<file path="src/design/sar_seq_pkg.sv">
// Shared constants, register map and helpers for the SAR channel sequencer
package sar_seq_pkg;
  // Converter and channel geometry
  localparam int NUM_CH = 16;
  localparam int RES_W = 12;
  localparam int STIME_W = 10;
  localparam logic [15:0] CH_EN_RST = 16'h00FF;
  localparam logic [4:0] MUX_TEMP = 5'h10;

  // Conversion rate ceiling, turned into a least spacing of starts
  localparam int CLK_HZ = 100_000_000;
  localparam int MAX_SPS = 806_000;
  localparam int MIN_CONV_CYC = (CLK_HZ + MAX_SPS - 1) / MAX_SPS;
  localparam logic [7:0] RATE_GAP = 8'(MIN_CONV_CYC - 1);

  // Register byte offsets
  localparam logic [7:0] A_CTRL = 8'h00;
  localparam logic [7:0] A_CH_EN = 8'h04;
  localparam logic [7:0] A_LIM_LO = 8'h08;
  localparam logic [7:0] A_LIM_HI = 8'h0C;
  localparam logic [7:0] A_STATUS = 8'h10;
  localparam logic [7:0] A_INTR = 8'h14;
  localparam logic [7:0] A_MASK = 8'h18;
  localparam logic [7:0] A_SWITCH = 8'h1C;
  localparam logic [7:0] A_CFG_END = 8'h20;
  localparam logic [7:0] A_STIME = 8'h40;
  localparam logic [7:0] A_RESULT = 8'h80;
  localparam logic [7:0] A_MAP_END = 8'hC0;

  // Control fields
  localparam int CTRL_EN = 0;
  localparam int CTRL_START = 1;
  localparam int CTRL_CONT = 2;
  localparam int CTRL_MAN = 3;
  localparam int CTRL_MCH = 4;
  localparam int CTRL_REF = 8;
  localparam int CTRL_TEMP = 10;
  localparam int CTRL_SWOWN = 11;
  localparam logic [11:0] CTRL_RST = 12'h000;
  localparam logic [11:0] CTRL_WMASK = 12'hFFD;

  // Status and interrupt fields
  localparam int STAT_BUSY = 0;
  localparam int STAT_STATE = 1;
  localparam int STAT_CUR = 4;
  localparam int INT_EOS = 0;
  localparam int INT_OOR = 1;

  // Other reset values
  localparam logic [11:0] LIM_LO_RST = 12'h000;
  localparam logic [11:0] LIM_HI_RST = 12'hFFF;
  localparam logic [9:0] STIME_RST = 10'h003;
  localparam logic [7:0] RATE_RST = 8'hFF;

  typedef enum logic [1:0] {
    REF_VDD = 2'h0,
    REF_HALF_VDD = 2'h1,
    REF_BANDGAP = 2'h2,
    REF_EXTERNAL = 2'h3
  } ref_sel_e;

  // Gray along idle, sample, convert, sample
  typedef enum logic [1:0] {
    ST_IDLE = 2'b00,
    ST_SAMPLE = 2'b01,
    ST_CONVERT = 2'b11
  } seq_state_e;

  // Lowest enabled channel at or above from; bit 4 says one was found
  function automatic logic [4:0] next_enabled(input logic [15:0] en, input logic [4:0] from);
    logic [4:0] hit;
    hit = 5'h00;
    for (int i = NUM_CH - 1; i >= 0; i--) begin
      if (en[i] && (5'(i) >= from)) begin
        hit = {1'b1, 4'(i)};
      end
    end
    return hit;
  endfunction

  // Aligned and mapped register address
  function automatic logic reg_hit(input logic [7:0] a);
    return (a[1:0] == 2'h0) && ((a < A_CFG_END) || ((a >= A_STIME) && (a < A_MAP_END)));
  endfunction
endpackage

</file>
<file path="src/design/sar_adc_channel_sequencer.sv">
// Channel sequencer and APB register file around a 12-bit SAR converter
//
// The APB register port and the register addresses were left to the implementer.
`timescale 1ns/1ps
// Notes on behaviour
// - Results are 12 bits and conversion starts never come faster than 806 ksamples per second.
// - Eight channels are enabled by default and the scan extends to sixteen channels.
// - A started scan walks every enabled channel with no idle cycle between channels.
// - Channel choice comes either from the state machine or from a firmware-written channel field.
// - Each channel keeps its own latest result for software to read.
// - Each channel has its own programmed sample time, used whenever that channel samples.
// - Software programs a low and a high limit forming the accepted result window.
// - A result outside the window raises the out-of-range interrupt at once, mid-scan.
// - The reference is selectable among supply, half supply, band-gap or an external pin.
// - The sample-and-hold aperture length is programmable to give slow drivers settling time.
// - The on-chip temperature sensor can be selected as a conversion input.
// - Nothing runs while the chip is in deep sleep or hibernate.
// - The sequencer can own the amplifier routing switches instead of firmware.
module sar_adc_channel_sequencer (
  input wire logic sys_clk_in,
  input wire logic nrst_in,
  input wire logic psel_in,
  input wire logic penable_in,
  input wire logic pwrite_in,
  input wire logic [7:0] paddr_in,
  input wire logic [31:0] pwdata_in,
  output logic [31:0] prdata_out,
  output logic pready_out,
  output logic pslverr_out,
  input wire logic conv_done_in,
  input wire logic [11:0] conv_data_in,
  input wire logic lp_mode_in,
  output logic sample_out,
  output logic conv_start_out,
  output logic [4:0] mux_sel_out,
  output logic [1:0] ref_sel_out,
  output logic temp_bias_out,
  output logic [3:0] amp_switch_out,
  output logic busy_out,
  output logic irq_out
);
  // Software-visible state
  logic [11:0] ctrl;
  logic start_req;
  logic [15:0] ch_en;
  logic [11:0] lim_lo;
  logic [11:0] lim_hi;
  logic [1:0] intr;
  logic [1:0] mask;
  logic [3:0] sw_pat;
  logic [9:0] stime [16];
  logic [11:0] result [16];

  // Sequencer state
  sar_seq_pkg::seq_state_e state;
  logic [3:0] cur;
  logic [9:0] samp_cnt;
  logic [7:0] rate_cnt;

  // Decoded fields and strobes
  logic en;
  logic cont;
  logic manual;
  logic temp_en;
  logic sw_own;
  logic [3:0] man_ch;
  logic running_ok;
  logic [4:0] first;
  logic [4:0] nxt;
  logic done_ok;
  logic go_on;
  logic samp_end;
  logic oor_hit;
  logic oor_evt;
  logic eos_evt;
  logic acc;
  logic wr;
  logic rd_phase;
  logic [3:0] idx;
  logic [1:0] clr;
  logic [31:0] rdata;

  assign en = ctrl[sar_seq_pkg::CTRL_EN];
  assign cont = ctrl[sar_seq_pkg::CTRL_CONT];
  assign manual = ctrl[sar_seq_pkg::CTRL_MAN];
  assign temp_en = ctrl[sar_seq_pkg::CTRL_TEMP];
  assign sw_own = ctrl[sar_seq_pkg::CTRL_SWOWN];
  assign man_ch = ctrl[sar_seq_pkg::CTRL_MCH +: 4];

  // Bus phases: one wait state, write lands on the pready edge
  assign acc = psel_in & penable_in;
  assign wr = acc & pready_out & pwrite_in & sar_seq_pkg::reg_hit(paddr_in);
  assign rd_phase = acc & ~pready_out;
  assign idx = paddr_in[5:2];
  assign clr = (wr && (paddr_in == sar_seq_pkg::A_INTR)) ? pwdata_in[1:0] : 2'h0;

  // Deep sleep or hibernate removes the fast clock, so hold everything idle
  assign running_ok = en & ~lp_mode_in;

  // Channel walk decisions
  assign first = sar_seq_pkg::next_enabled(ch_en, 5'h00);
  assign nxt = sar_seq_pkg::next_enabled(ch_en, {1'b0, cur} + 5'h01);
  assign done_ok = (state == sar_seq_pkg::ST_CONVERT) & conv_done_in;
  assign go_on = done_ok & ~manual & (nxt[4] | (cont & first[4]));
  // Aperture ends after stime+1 cycles; a rate stall only lengthens it
  assign samp_end = (state == sar_seq_pkg::ST_SAMPLE) && (samp_cnt >= stime[cur])
    && (rate_cnt >= sar_seq_pkg::RATE_GAP);

  // Window compare on the raw result, so the flag does not wait for the store
  sar_window_check u_window (
    .value_in(conv_data_in),
    .low_in(lim_lo),
    .high_in(lim_hi),
    .out_of_range_out(oor_hit)
  );
  assign oor_evt = done_ok & oor_hit;
  assign eos_evt = done_ok & (manual | ~nxt[4]);

  // Control register and one-shot start
  always_ff @(posedge sys_clk_in) begin
    if (!nrst_in) begin
      ctrl <= sar_seq_pkg::CTRL_RST;
      start_req <= 1'b0;
    end else begin
      start_req <= wr && (paddr_in == sar_seq_pkg::A_CTRL) && pwdata_in[sar_seq_pkg::CTRL_START];
      if (wr && (paddr_in == sar_seq_pkg::A_CTRL)) begin
        ctrl <= pwdata_in[11:0] & sar_seq_pkg::CTRL_WMASK;
      end
    end
  end

  // Configuration registers
  always_ff @(posedge sys_clk_in) begin
    if (!nrst_in) begin
      ch_en <= sar_seq_pkg::CH_EN_RST;
      lim_lo <= sar_seq_pkg::LIM_LO_RST;
      lim_hi <= sar_seq_pkg::LIM_HI_RST;
      mask <= 2'h0;
      sw_pat <= 4'h0;
    end else if (wr) begin
      case (paddr_in)
        sar_seq_pkg::A_CH_EN: ch_en <= pwdata_in[15:0];
        sar_seq_pkg::A_LIM_LO: lim_lo <= pwdata_in[11:0];
        sar_seq_pkg::A_LIM_HI: lim_hi <= pwdata_in[11:0];
        sar_seq_pkg::A_MASK: mask <= pwdata_in[1:0];
        sar_seq_pkg::A_SWITCH: sw_pat <= pwdata_in[3:0];
        default: ;
      endcase
    end
  end

  // Per-channel sample times
  always_ff @(posedge sys_clk_in) begin
    if (!nrst_in) begin
      for (int i = 0; i < sar_seq_pkg::NUM_CH; i++) begin
        stime[i] <= sar_seq_pkg::STIME_RST;
      end
    end else if (wr && (paddr_in[7:6] == sar_seq_pkg::A_STIME[7:6])) begin
      stime[idx] <= pwdata_in[9:0];
    end
  end

  // Per-channel result buffers, written as each conversion lands
  always_ff @(posedge sys_clk_in) begin
    if (!nrst_in) begin
      for (int i = 0; i < sar_seq_pkg::NUM_CH; i++) begin
        result[i] <= 12'h000;
      end
    end else if (done_ok) begin
      result[cur] <= conv_data_in;
    end
  end

  // Sticky flags; a new event beats a same-cycle clear
  always_ff @(posedge sys_clk_in) begin
    if (!nrst_in) begin
      intr <= 2'h0;
    end else begin
      intr <= (intr & ~clr) | {oor_evt, eos_evt};
    end
  end

  // Sequencer state machine
  always_ff @(posedge sys_clk_in) begin
    if (!nrst_in) begin
      state <= sar_seq_pkg::ST_IDLE;
      cur <= 4'h0;
      sample_out <= 1'b0;
      conv_start_out <= 1'b0;
    end else begin
      conv_start_out <= 1'b0;
      if (!running_ok) begin
        state <= sar_seq_pkg::ST_IDLE;
        sample_out <= 1'b0;
      end else begin
        case (state)
          sar_seq_pkg::ST_IDLE: begin
            if (start_req && manual) begin
              cur <= man_ch;
              state <= sar_seq_pkg::ST_SAMPLE;
              sample_out <= 1'b1;
            end else if (start_req && first[4]) begin
              cur <= first[3:0];
              state <= sar_seq_pkg::ST_SAMPLE;
              sample_out <= 1'b1;
            end
          end
          sar_seq_pkg::ST_SAMPLE: begin
            if (samp_end) begin
              sample_out <= 1'b0;
              conv_start_out <= 1'b1;
              state <= sar_seq_pkg::ST_CONVERT;
            end
          end
          sar_seq_pkg::ST_CONVERT: begin
            if (go_on) begin
              // Next channel starts sampling on the very edge its predecessor lands
              cur <= nxt[4] ? nxt[3:0] : first[3:0];
              state <= sar_seq_pkg::ST_SAMPLE;
              sample_out <= 1'b1;
            end else if (done_ok) begin
              state <= sar_seq_pkg::ST_IDLE;
            end
          end
          default: begin
            state <= sar_seq_pkg::ST_IDLE;
            sample_out <= 1'b0;
          end
        endcase
      end
    end
  end

  // Aperture counter, cleared on every sample entry
  always_ff @(posedge sys_clk_in) begin
    if (!nrst_in) begin
      samp_cnt <= 10'h000;
    end else if ((state != sar_seq_pkg::ST_SAMPLE) || samp_end || !running_ok) begin
      samp_cnt <= 10'h000;
    end else if (samp_cnt != 10'h3FF) begin
      samp_cnt <= samp_cnt + 10'h001;
    end
  end

  // Spacing since the last start, saturating so idle time counts as ready
  always_ff @(posedge sys_clk_in) begin
    if (!nrst_in) begin
      rate_cnt <= sar_seq_pkg::RATE_RST;
    end else if (samp_end && running_ok) begin
      rate_cnt <= 8'h00;
    end else if (rate_cnt != 8'hFF) begin
      rate_cnt <= rate_cnt + 8'h01;
    end
  end

  // Analog side controls, all registered
  always_ff @(posedge sys_clk_in) begin
    if (!nrst_in) begin
      mux_sel_out <= 5'h00;
      ref_sel_out <= sar_seq_pkg::REF_VDD;
      temp_bias_out <= 1'b0;
      amp_switch_out <= 4'h0;
      busy_out <= 1'b0;
    end else begin
      if (manual) begin
        mux_sel_out <= {1'b0, man_ch};
      end else if (temp_en && (cur == 4'hF)) begin
        mux_sel_out <= sar_seq_pkg::MUX_TEMP;
      end else begin
        mux_sel_out <= {1'b0, cur};
      end
      ref_sel_out <= ctrl[sar_seq_pkg::CTRL_REF +: 2];
      // Bias is only spent while the sensor could be sampled
      temp_bias_out <= temp_en & running_ok;
      // Owned switches close only while a scan runs, in step with busy
      if (sw_own) begin
        amp_switch_out <= (state != sar_seq_pkg::ST_IDLE) ? sw_pat : 4'h0;
      end else begin
        amp_switch_out <= sw_pat;
      end
      busy_out <= state != sar_seq_pkg::ST_IDLE;
    end
  end

  // Read mux
  always_comb begin
    rdata = 32'h0000_0000;
    if (paddr_in[7:6] == sar_seq_pkg::A_STIME[7:6]) begin
      rdata[9:0] = stime[idx];
    end else if (paddr_in[7:6] == sar_seq_pkg::A_RESULT[7:6]) begin
      rdata[11:0] = result[idx];
    end else begin
      case (paddr_in)
        sar_seq_pkg::A_CTRL: rdata[11:0] = ctrl;
        sar_seq_pkg::A_CH_EN: rdata[15:0] = ch_en;
        sar_seq_pkg::A_LIM_LO: rdata[11:0] = lim_lo;
        sar_seq_pkg::A_LIM_HI: rdata[11:0] = lim_hi;
        sar_seq_pkg::A_STATUS: begin
          rdata[sar_seq_pkg::STAT_BUSY] = state != sar_seq_pkg::ST_IDLE;
          rdata[sar_seq_pkg::STAT_STATE +: 2] = state;
          rdata[sar_seq_pkg::STAT_CUR +: 4] = cur;
        end
        sar_seq_pkg::A_INTR: rdata[1:0] = intr;
        sar_seq_pkg::A_MASK: rdata[1:0] = mask;
        sar_seq_pkg::A_SWITCH: rdata[3:0] = sw_pat;
        default: rdata = 32'h0000_0000;
      endcase
    end
  end

  // Bus answer and interrupt line
  always_ff @(posedge sys_clk_in) begin
    if (!nrst_in) begin
      pready_out <= 1'b0;
      prdata_out <= 32'h0000_0000;
      pslverr_out <= 1'b0;
      irq_out <= 1'b0;
    end else begin
      pready_out <= rd_phase;
      prdata_out <= (rd_phase && !pwrite_in && sar_seq_pkg::reg_hit(paddr_in)) ? rdata : 32'h0000_0000;
      pslverr_out <= rd_phase && !sar_seq_pkg::reg_hit(paddr_in);
      irq_out <= |(intr & mask);
    end
  end

  // Checking helpers
  logic [7:0] gap;
  logic [9:0] hi_cnt;
  always_ff @(posedge sys_clk_in) begin
    if (!nrst_in) begin
      gap <= 8'hFF;
      hi_cnt <= 10'h000;
    end else begin
      gap <= conv_start_out ? 8'h00 : ((gap == 8'hFF) ? gap : gap + 8'h01);
      hi_cnt <= sample_out ? ((hi_cnt == 10'h3FF) ? hi_cnt : hi_cnt + 10'h001) : 10'h000;
    end
  end
endmodule // sar_adc_channel_sequencer

</file>
<file path="src/design/sar_window_check.sv">
// Range window comparator for conversion results
`timescale 1ns/1ps
module sar_window_check (
  input wire logic [11:0] value_in,
  input wire logic [11:0] low_in,
  input wire logic [11:0] high_in,
  output logic out_of_range_out
);
  // Limits are inclusive; a swapped pair flags every result
  always_comb begin
    out_of_range_out = (value_in < low_in) || (value_in > high_in);
  end
endmodule // sar_window_check

</file>
<file path="config.mk">
export PLATFORM = sky130hd
export DESIGN_NAME = sar_adc_channel_sequencer
export DESIGN_NICKNAME = d
export VERILOG_FILES = /design/src/design/sar_seq_pkg.sv /design/src/design/sar_adc_channel_sequencer.sv /design/src/design/sar_window_check.sv
export SDC_FILE = /design/constraint.sdc
export NUM_CORES = 1
export LEC_CHECK = 0
export ABC_AREA = 0
export BUFFER_PORTS_ARGS = -buffer_cell sky130_fd_sc_hd__buf_2
export CORE_MARGIN = 5
export CORE_UTILIZATION = 62
export DETAILED_ROUTE_END_ITERATION = 16
export GPL_ROUTABILITY_DRIVEN = 0
export PLACE_DENSITY = 0.89
export SLEW_MARGIN = 20
export SYNTH_ARGS = -nofsm -noshare
export SYNTH_HDL_FRONTEND = slang
export SYNTH_SLANG_ARGS = --single-unit
</file>
<file path="constraint.sdc">
create_clock -name sys_clk_in -period 6.86 [get_ports sys_clk_in]
set_clock_uncertainty 0.05 [all_clocks]
set_input_delay 0 -clock sys_clk_in [delete_from_list [all_inputs] [get_ports sys_clk_in]]
set_output_delay 0 -clock sys_clk_in [all_outputs]
set_load 0.005 [all_outputs]
</file>
* Word-level counts from Yosys, hierarchy flattened
Memory sizes are Yosys's and may differ from the RTL's. A register that Yosys moved wholly into a read port is not among the register bits. Cells that the tools add are included.
Storage, ports and cells: bits in registers 134, RAM bits 352, input port bits 59, output and inout bits 50, word-level logic and storage cells 239, memories 2
Operators by class: add/sub/neg operators 3, $lt $le $gt $ge 23, eq/ne operators 19, multiplexer cells 78, bitwise logic cells 26, reduce and logical (&&, ||, !) cells 62
Memory list:
- result | depth 16, width 12, rd ports 1, clocked after memory_dff 0, write ports 16, RTL line sar_adc_channel_sequencer.sv:52 | logic [11:0] result [16];
- stime | depth 16, width 10, rd ports 2, clocked after memory_dff 1, write ports 16, RTL line sar_adc_channel_sequencer.sv:51 | logic [9:0] stime [16];
Operator list (number):
- 5-bit two-way mux | 33
- 4-bit two-way mux | 11
- 4-bit by 5-bit >= comparator with 1-bit output (first input constant) | 8
- 8-bit by 5-bit == test with 1-bit output (second input constant) | 4
- 1-bit logical AND | 31
- 12-bit two-way mux | 2
- 3-bit by 5-bit >= comparator with 1-bit output (first input constant) | 4
- 10-bit two-way mux | 2
- 4-bit one-hot mux with 5 select lines | 1
- 8-bit by 4-bit == test with 1-bit output (second input constant) | 2
- 8-bit by 7-bit >= comparator with 1-bit output (second input constant) | 2
- 8-bit two-way mux | 2
- 2-bit one-hot mux with 8 select lines | 1
- 4-bit one-hot mux with 4 select lines | 1
- 1-bit two-way mux | 14
- 2-bit AND reduction | 7
- 1-bit bitwise AND | 13
- 12-bit greater-than comparator | 1
- 12-bit < comparator | 1
- 2-bit two-way mux | 6
- 12-bit OR reduction | 1
- 10-bit by 1-bit adder with 10-bit output (second input constant) | 1
- 1-bit by 5-bit >= comparator with 1-bit output (first input constant) | 2
- 10-bit >= comparator | 1
- 35 further kinds | 60

* Longest topological paths before layout
word-level depth 25, mapped depth 13, depth with buffers taken out 11

* Modules after synthesis
Synthesis repeated with hierarchy kept, for this count alone.
Unflattened totals: cells, all modules 1922, area, all modules 24059.3 um^2
By module, submodules not included:
- sar_adc_channel_sequencer | times used 1, cells each 1844, area an instance 23477.5 um^2, sequential area each 13012.5 um^2
- sar_window_check | times used 1, cells each 78, area an instance 581.8 um^2, sequential area each 0.0 um^2

* Least setup slack after synthesis
Ideal clock, no wire load.
path type reg-to-reg, start point register (tool-made name), end point register samp_cnt[8], library setup time 80 ps, arrival time 3801 ps, data required time 6730 ps, path slack 2929 ps, cell stages (with the launch flop) 14, path buffers 2, clock period less this slack 3931 ps, cell sequence dfxtp_1 -> clkbuf_1 -> buf_1 -> mux4_2 -> mux4_2 -> ha_1 -> nand2b_1 -> a21o_1 -> a21o_1 -> a21oi_1 -> o21ai_0 -> a221oi_2 -> nand3_1 -> nor3_1
RTL lines:
- to (signal assigned) | RTL line sar_adc_channel_sequencer.sv:241 | samp_cnt <= samp_cnt + 10'h001;
- to (decl) | RTL line sar_adc_channel_sequencer.sv:57 | logic [9:0] samp_cnt;

==> results.ini <==
[clock_tree]
post_cts_buffers = 0
clkTransAtPathRegs_ns = 0.07
cts_resized = 0
insertion_delay_ns = 0.58
hold_buffers = 33
cts_buffers = 46
cts_sinks = 474
cts_root_buf = clkbuf_16
htree_levels = 2
cts_tree = built
cts_buffer_depth = 3

[outcome]
outcome = finished, final reports clean

[setup_path]
crit_fanout = 29
crit_type = flop to flop
r2r_slack_ns = 1.93
r2r_cells = 11
max_stage_delay_ns = 0.61
crit_arrival_ns = 5.37
critPathRequiredTime_ns = 7.29
cp_cell_sequence = buf_4, mux4_2, mux4_2, inv_1, ha_1, o211a_1, a221oi_1, o21ai_0, a221oi_2, nand3_1, nor3_1
worst_setup_path_end_kind = flop
crit_path_end = samp_cnt[8]$_SDFFE_PP0P_
crit_path_top_delay_cell = mux4_2
cp-start-kind = flop
path_common_cell = mux4_2
reg2reg_to = samp_cnt[8]$_SDFFE_PP0P_

[timing]
slew_headroom_pct = 22.8
post-route-min-period_ns = 4.93
final-setup-viol-count = 0
clock.fmax_mhz = 203
finalCritPeriodShare_pct = 71.9
tightest_slew_ns = 1.16
drv_slew = 0
grt_setup_unrepaired = false
finalSetupTns_ns = 0
hold_viol_final = 0

[power]
powerDensity_nw_per_um2 = 230
p_total_uw = 6160
power.leakage_uw = 0.0101
irDropWorstVdd_mv = 0.233

[yosys]
synth_flop_cell = edfxtp_1
ys_types = 80
synth_area_sq_um = 24300
synth_largest_area_cell = edfxtp_1
synthTopCellsByArea = edfxtp_1 43%, mux4_2 15%, dfxtp_1 10%
seq_area_frac_synth_pct = 53.5
synth_seq_cells = 474
syn-instance-count = 1960
synth.avg_cell_area_sq_um = 12.4
synth_edf_count = 352
synth_top_area_share_pct = 43.4
synth_warnings = 0
ys_async_sr_fraction_pct = 0

[min_path]
hold_path_class = input port to flop
worstHoldStart = conv_data_in[4]

[place]
portBuffers = 76
place_hpwl_microns = 43400

[floorplan]
ioPinCount = 109
row_count = 72
core_sq_um = 38700
dieArea_sq_um = 43300
start_util_pct = 62.8
die_x_microns = 208
die_h_microns = 208

[global_route]
grt_max_degree = 74
antenna_found_initial = 4
gr-total-overflow = 0
grt_pass1_wl_microns = 106000
grt_pass1_vias = 17837
grt.total_usage_pct = 31.6

[final_layout]
multi_input_area_sq_um = 10400
fillers = 2420
diodes = 0
layout_common_cells = 352 x edfxtp_1, 195 x and3_1, 167 x nand2_1, 161 x mux4_2, 145 x and2_1
seqCellArea_sq_um = 13000
areaGrowthSynthToFinish_pct = 10.1
final_common_cell = edfxtp_1
nNetsFinal = 2087
drive_gt1_share_pct = 18.8

[route]
routed_via_density = 7.07
wl_per_cell_microns = 27.5
firstDrtPassIters = 8
drc = 0
num_vias = 17914
drtIter0Drc = 2747
finalWirelength_microns = 69800
antenna_left = 0

[flow_run]
maxCapViolations = 0

routing by layer:
metal	routed length, microns	vias to the layer above	global-route usage [%]
met5	46	-	0
met4	4500	6	16.0
met3	8180	367	6.76
met2	34500	1521	53.2
met1	22700	8624	38.9
li1	-	7396	-
logic make-up (layout without fill, tap and decap cells):
kind of cell               count (synthesis)  count (layout)  share of synthesized area (%)
adders and majority gates                 47              47                           2.42
other                                      1              16                         0.0154
AOI/OAI and AO/OA                        256             256                           7.06
xor gates and xnor gates                   9               9                          0.324
DFF                                      474             474                           53.5
and+or+nand+nor                          746             746                           16.8
buffers and inverters                    248             290                           4.28
muxes                                    179             179                           15.6
registers in the layout, indices dropped and copies added (netlist names), 4 cells and up, named ones only:
name / flops
amp_switch_out: 4
ch_en: 16
ctrl: 11
cur: 4
lim_hi: 12
lim_lo: 12
mux_sel_out: 5
prdata_out: 16
rate_cnt: 8
result: 192
samp_cnt: 10
stime: 160
sw_pat: 4
worst min path at each step:
stage          cells after the start                          end
4_1_cts                            2  result[12][4]$_SDFFCE_PN0P_
3_5_place_dp                       3       ch_en[15]$_SDFFE_PN0P_
5_1_grt                            2  result[12][4]$_SDFFCE_PN0P_
2_1_floorplan                      2        ctrl[11]$_SDFFE_PN0P_
6_report                           2   result[0][4]$_SDFFCE_PN0P_
3_3_place_gp                       3       ch_en[14]$_SDFFE_PN0P_
Yosys cell counts, types with 38 or more instances:
cell / number
ha_1: 47
nor2_1: 74
or3_1: 38
o21ai_0: 40
and3_1: 195
and2_1: 145
nand2_1: 167
clkbuf_1: 140
a21oi_1: 77
edfxtp_1: 352
inv_1: 59
mux4_2: 161
dfxtp_1: 122
metrics by stage:
stage,hold WS (ns),cells,worst slack (ns),cell area (sq um),utilization [%]
after floorplan,0.0860,1975,2.93,24400,-
after global placement,0.194,2418,2.25,24900,64.3
after detailed placement,0.202,2418,2.08,24900,64.3
after CTS,0.00832,2535,1.92,26800,69.1
after global routing,0.0341,2535,1.52,26800,69.1
final,0.0362,2535,1.93,26800,69.1
critical path: cells and delay by family (launching register included):
| family | cells | cell delay [ns] |
|---|---|---|
| buffers and inverters | 2 | 0.66 |
| AO/OA/AOI/OAI | 4 | 1.38 |
| multiplexers | 2 | 1.11 |
| AND/OR/NAND/NOR | 2 | 0.77 |
| flip-flops | 1 | 0.60 |
| adder cells (fa/ha/maj) | 1 | 0.25 |
area by class of cell:
type	count	area share (%)
Sequential cell	474	48.6
Multi-Input combinational cell	1253	38.7
Clock buffer	68	5.18
Timing Repair Buffer	146	3.74
Tap cell	518	2.42
Inverter	60	0.841
Clock inverter	16	0.514
power breakdown:
part | internal [uW] | switching, uW | leakage (uW)
registers | 3150 | 36.6 | 0.00437
clock network | 1470 | 1100 | 0.000744
logic | 157 | 241 | 0.00501
Note: power is estimated with default switching activity, not from simulation.
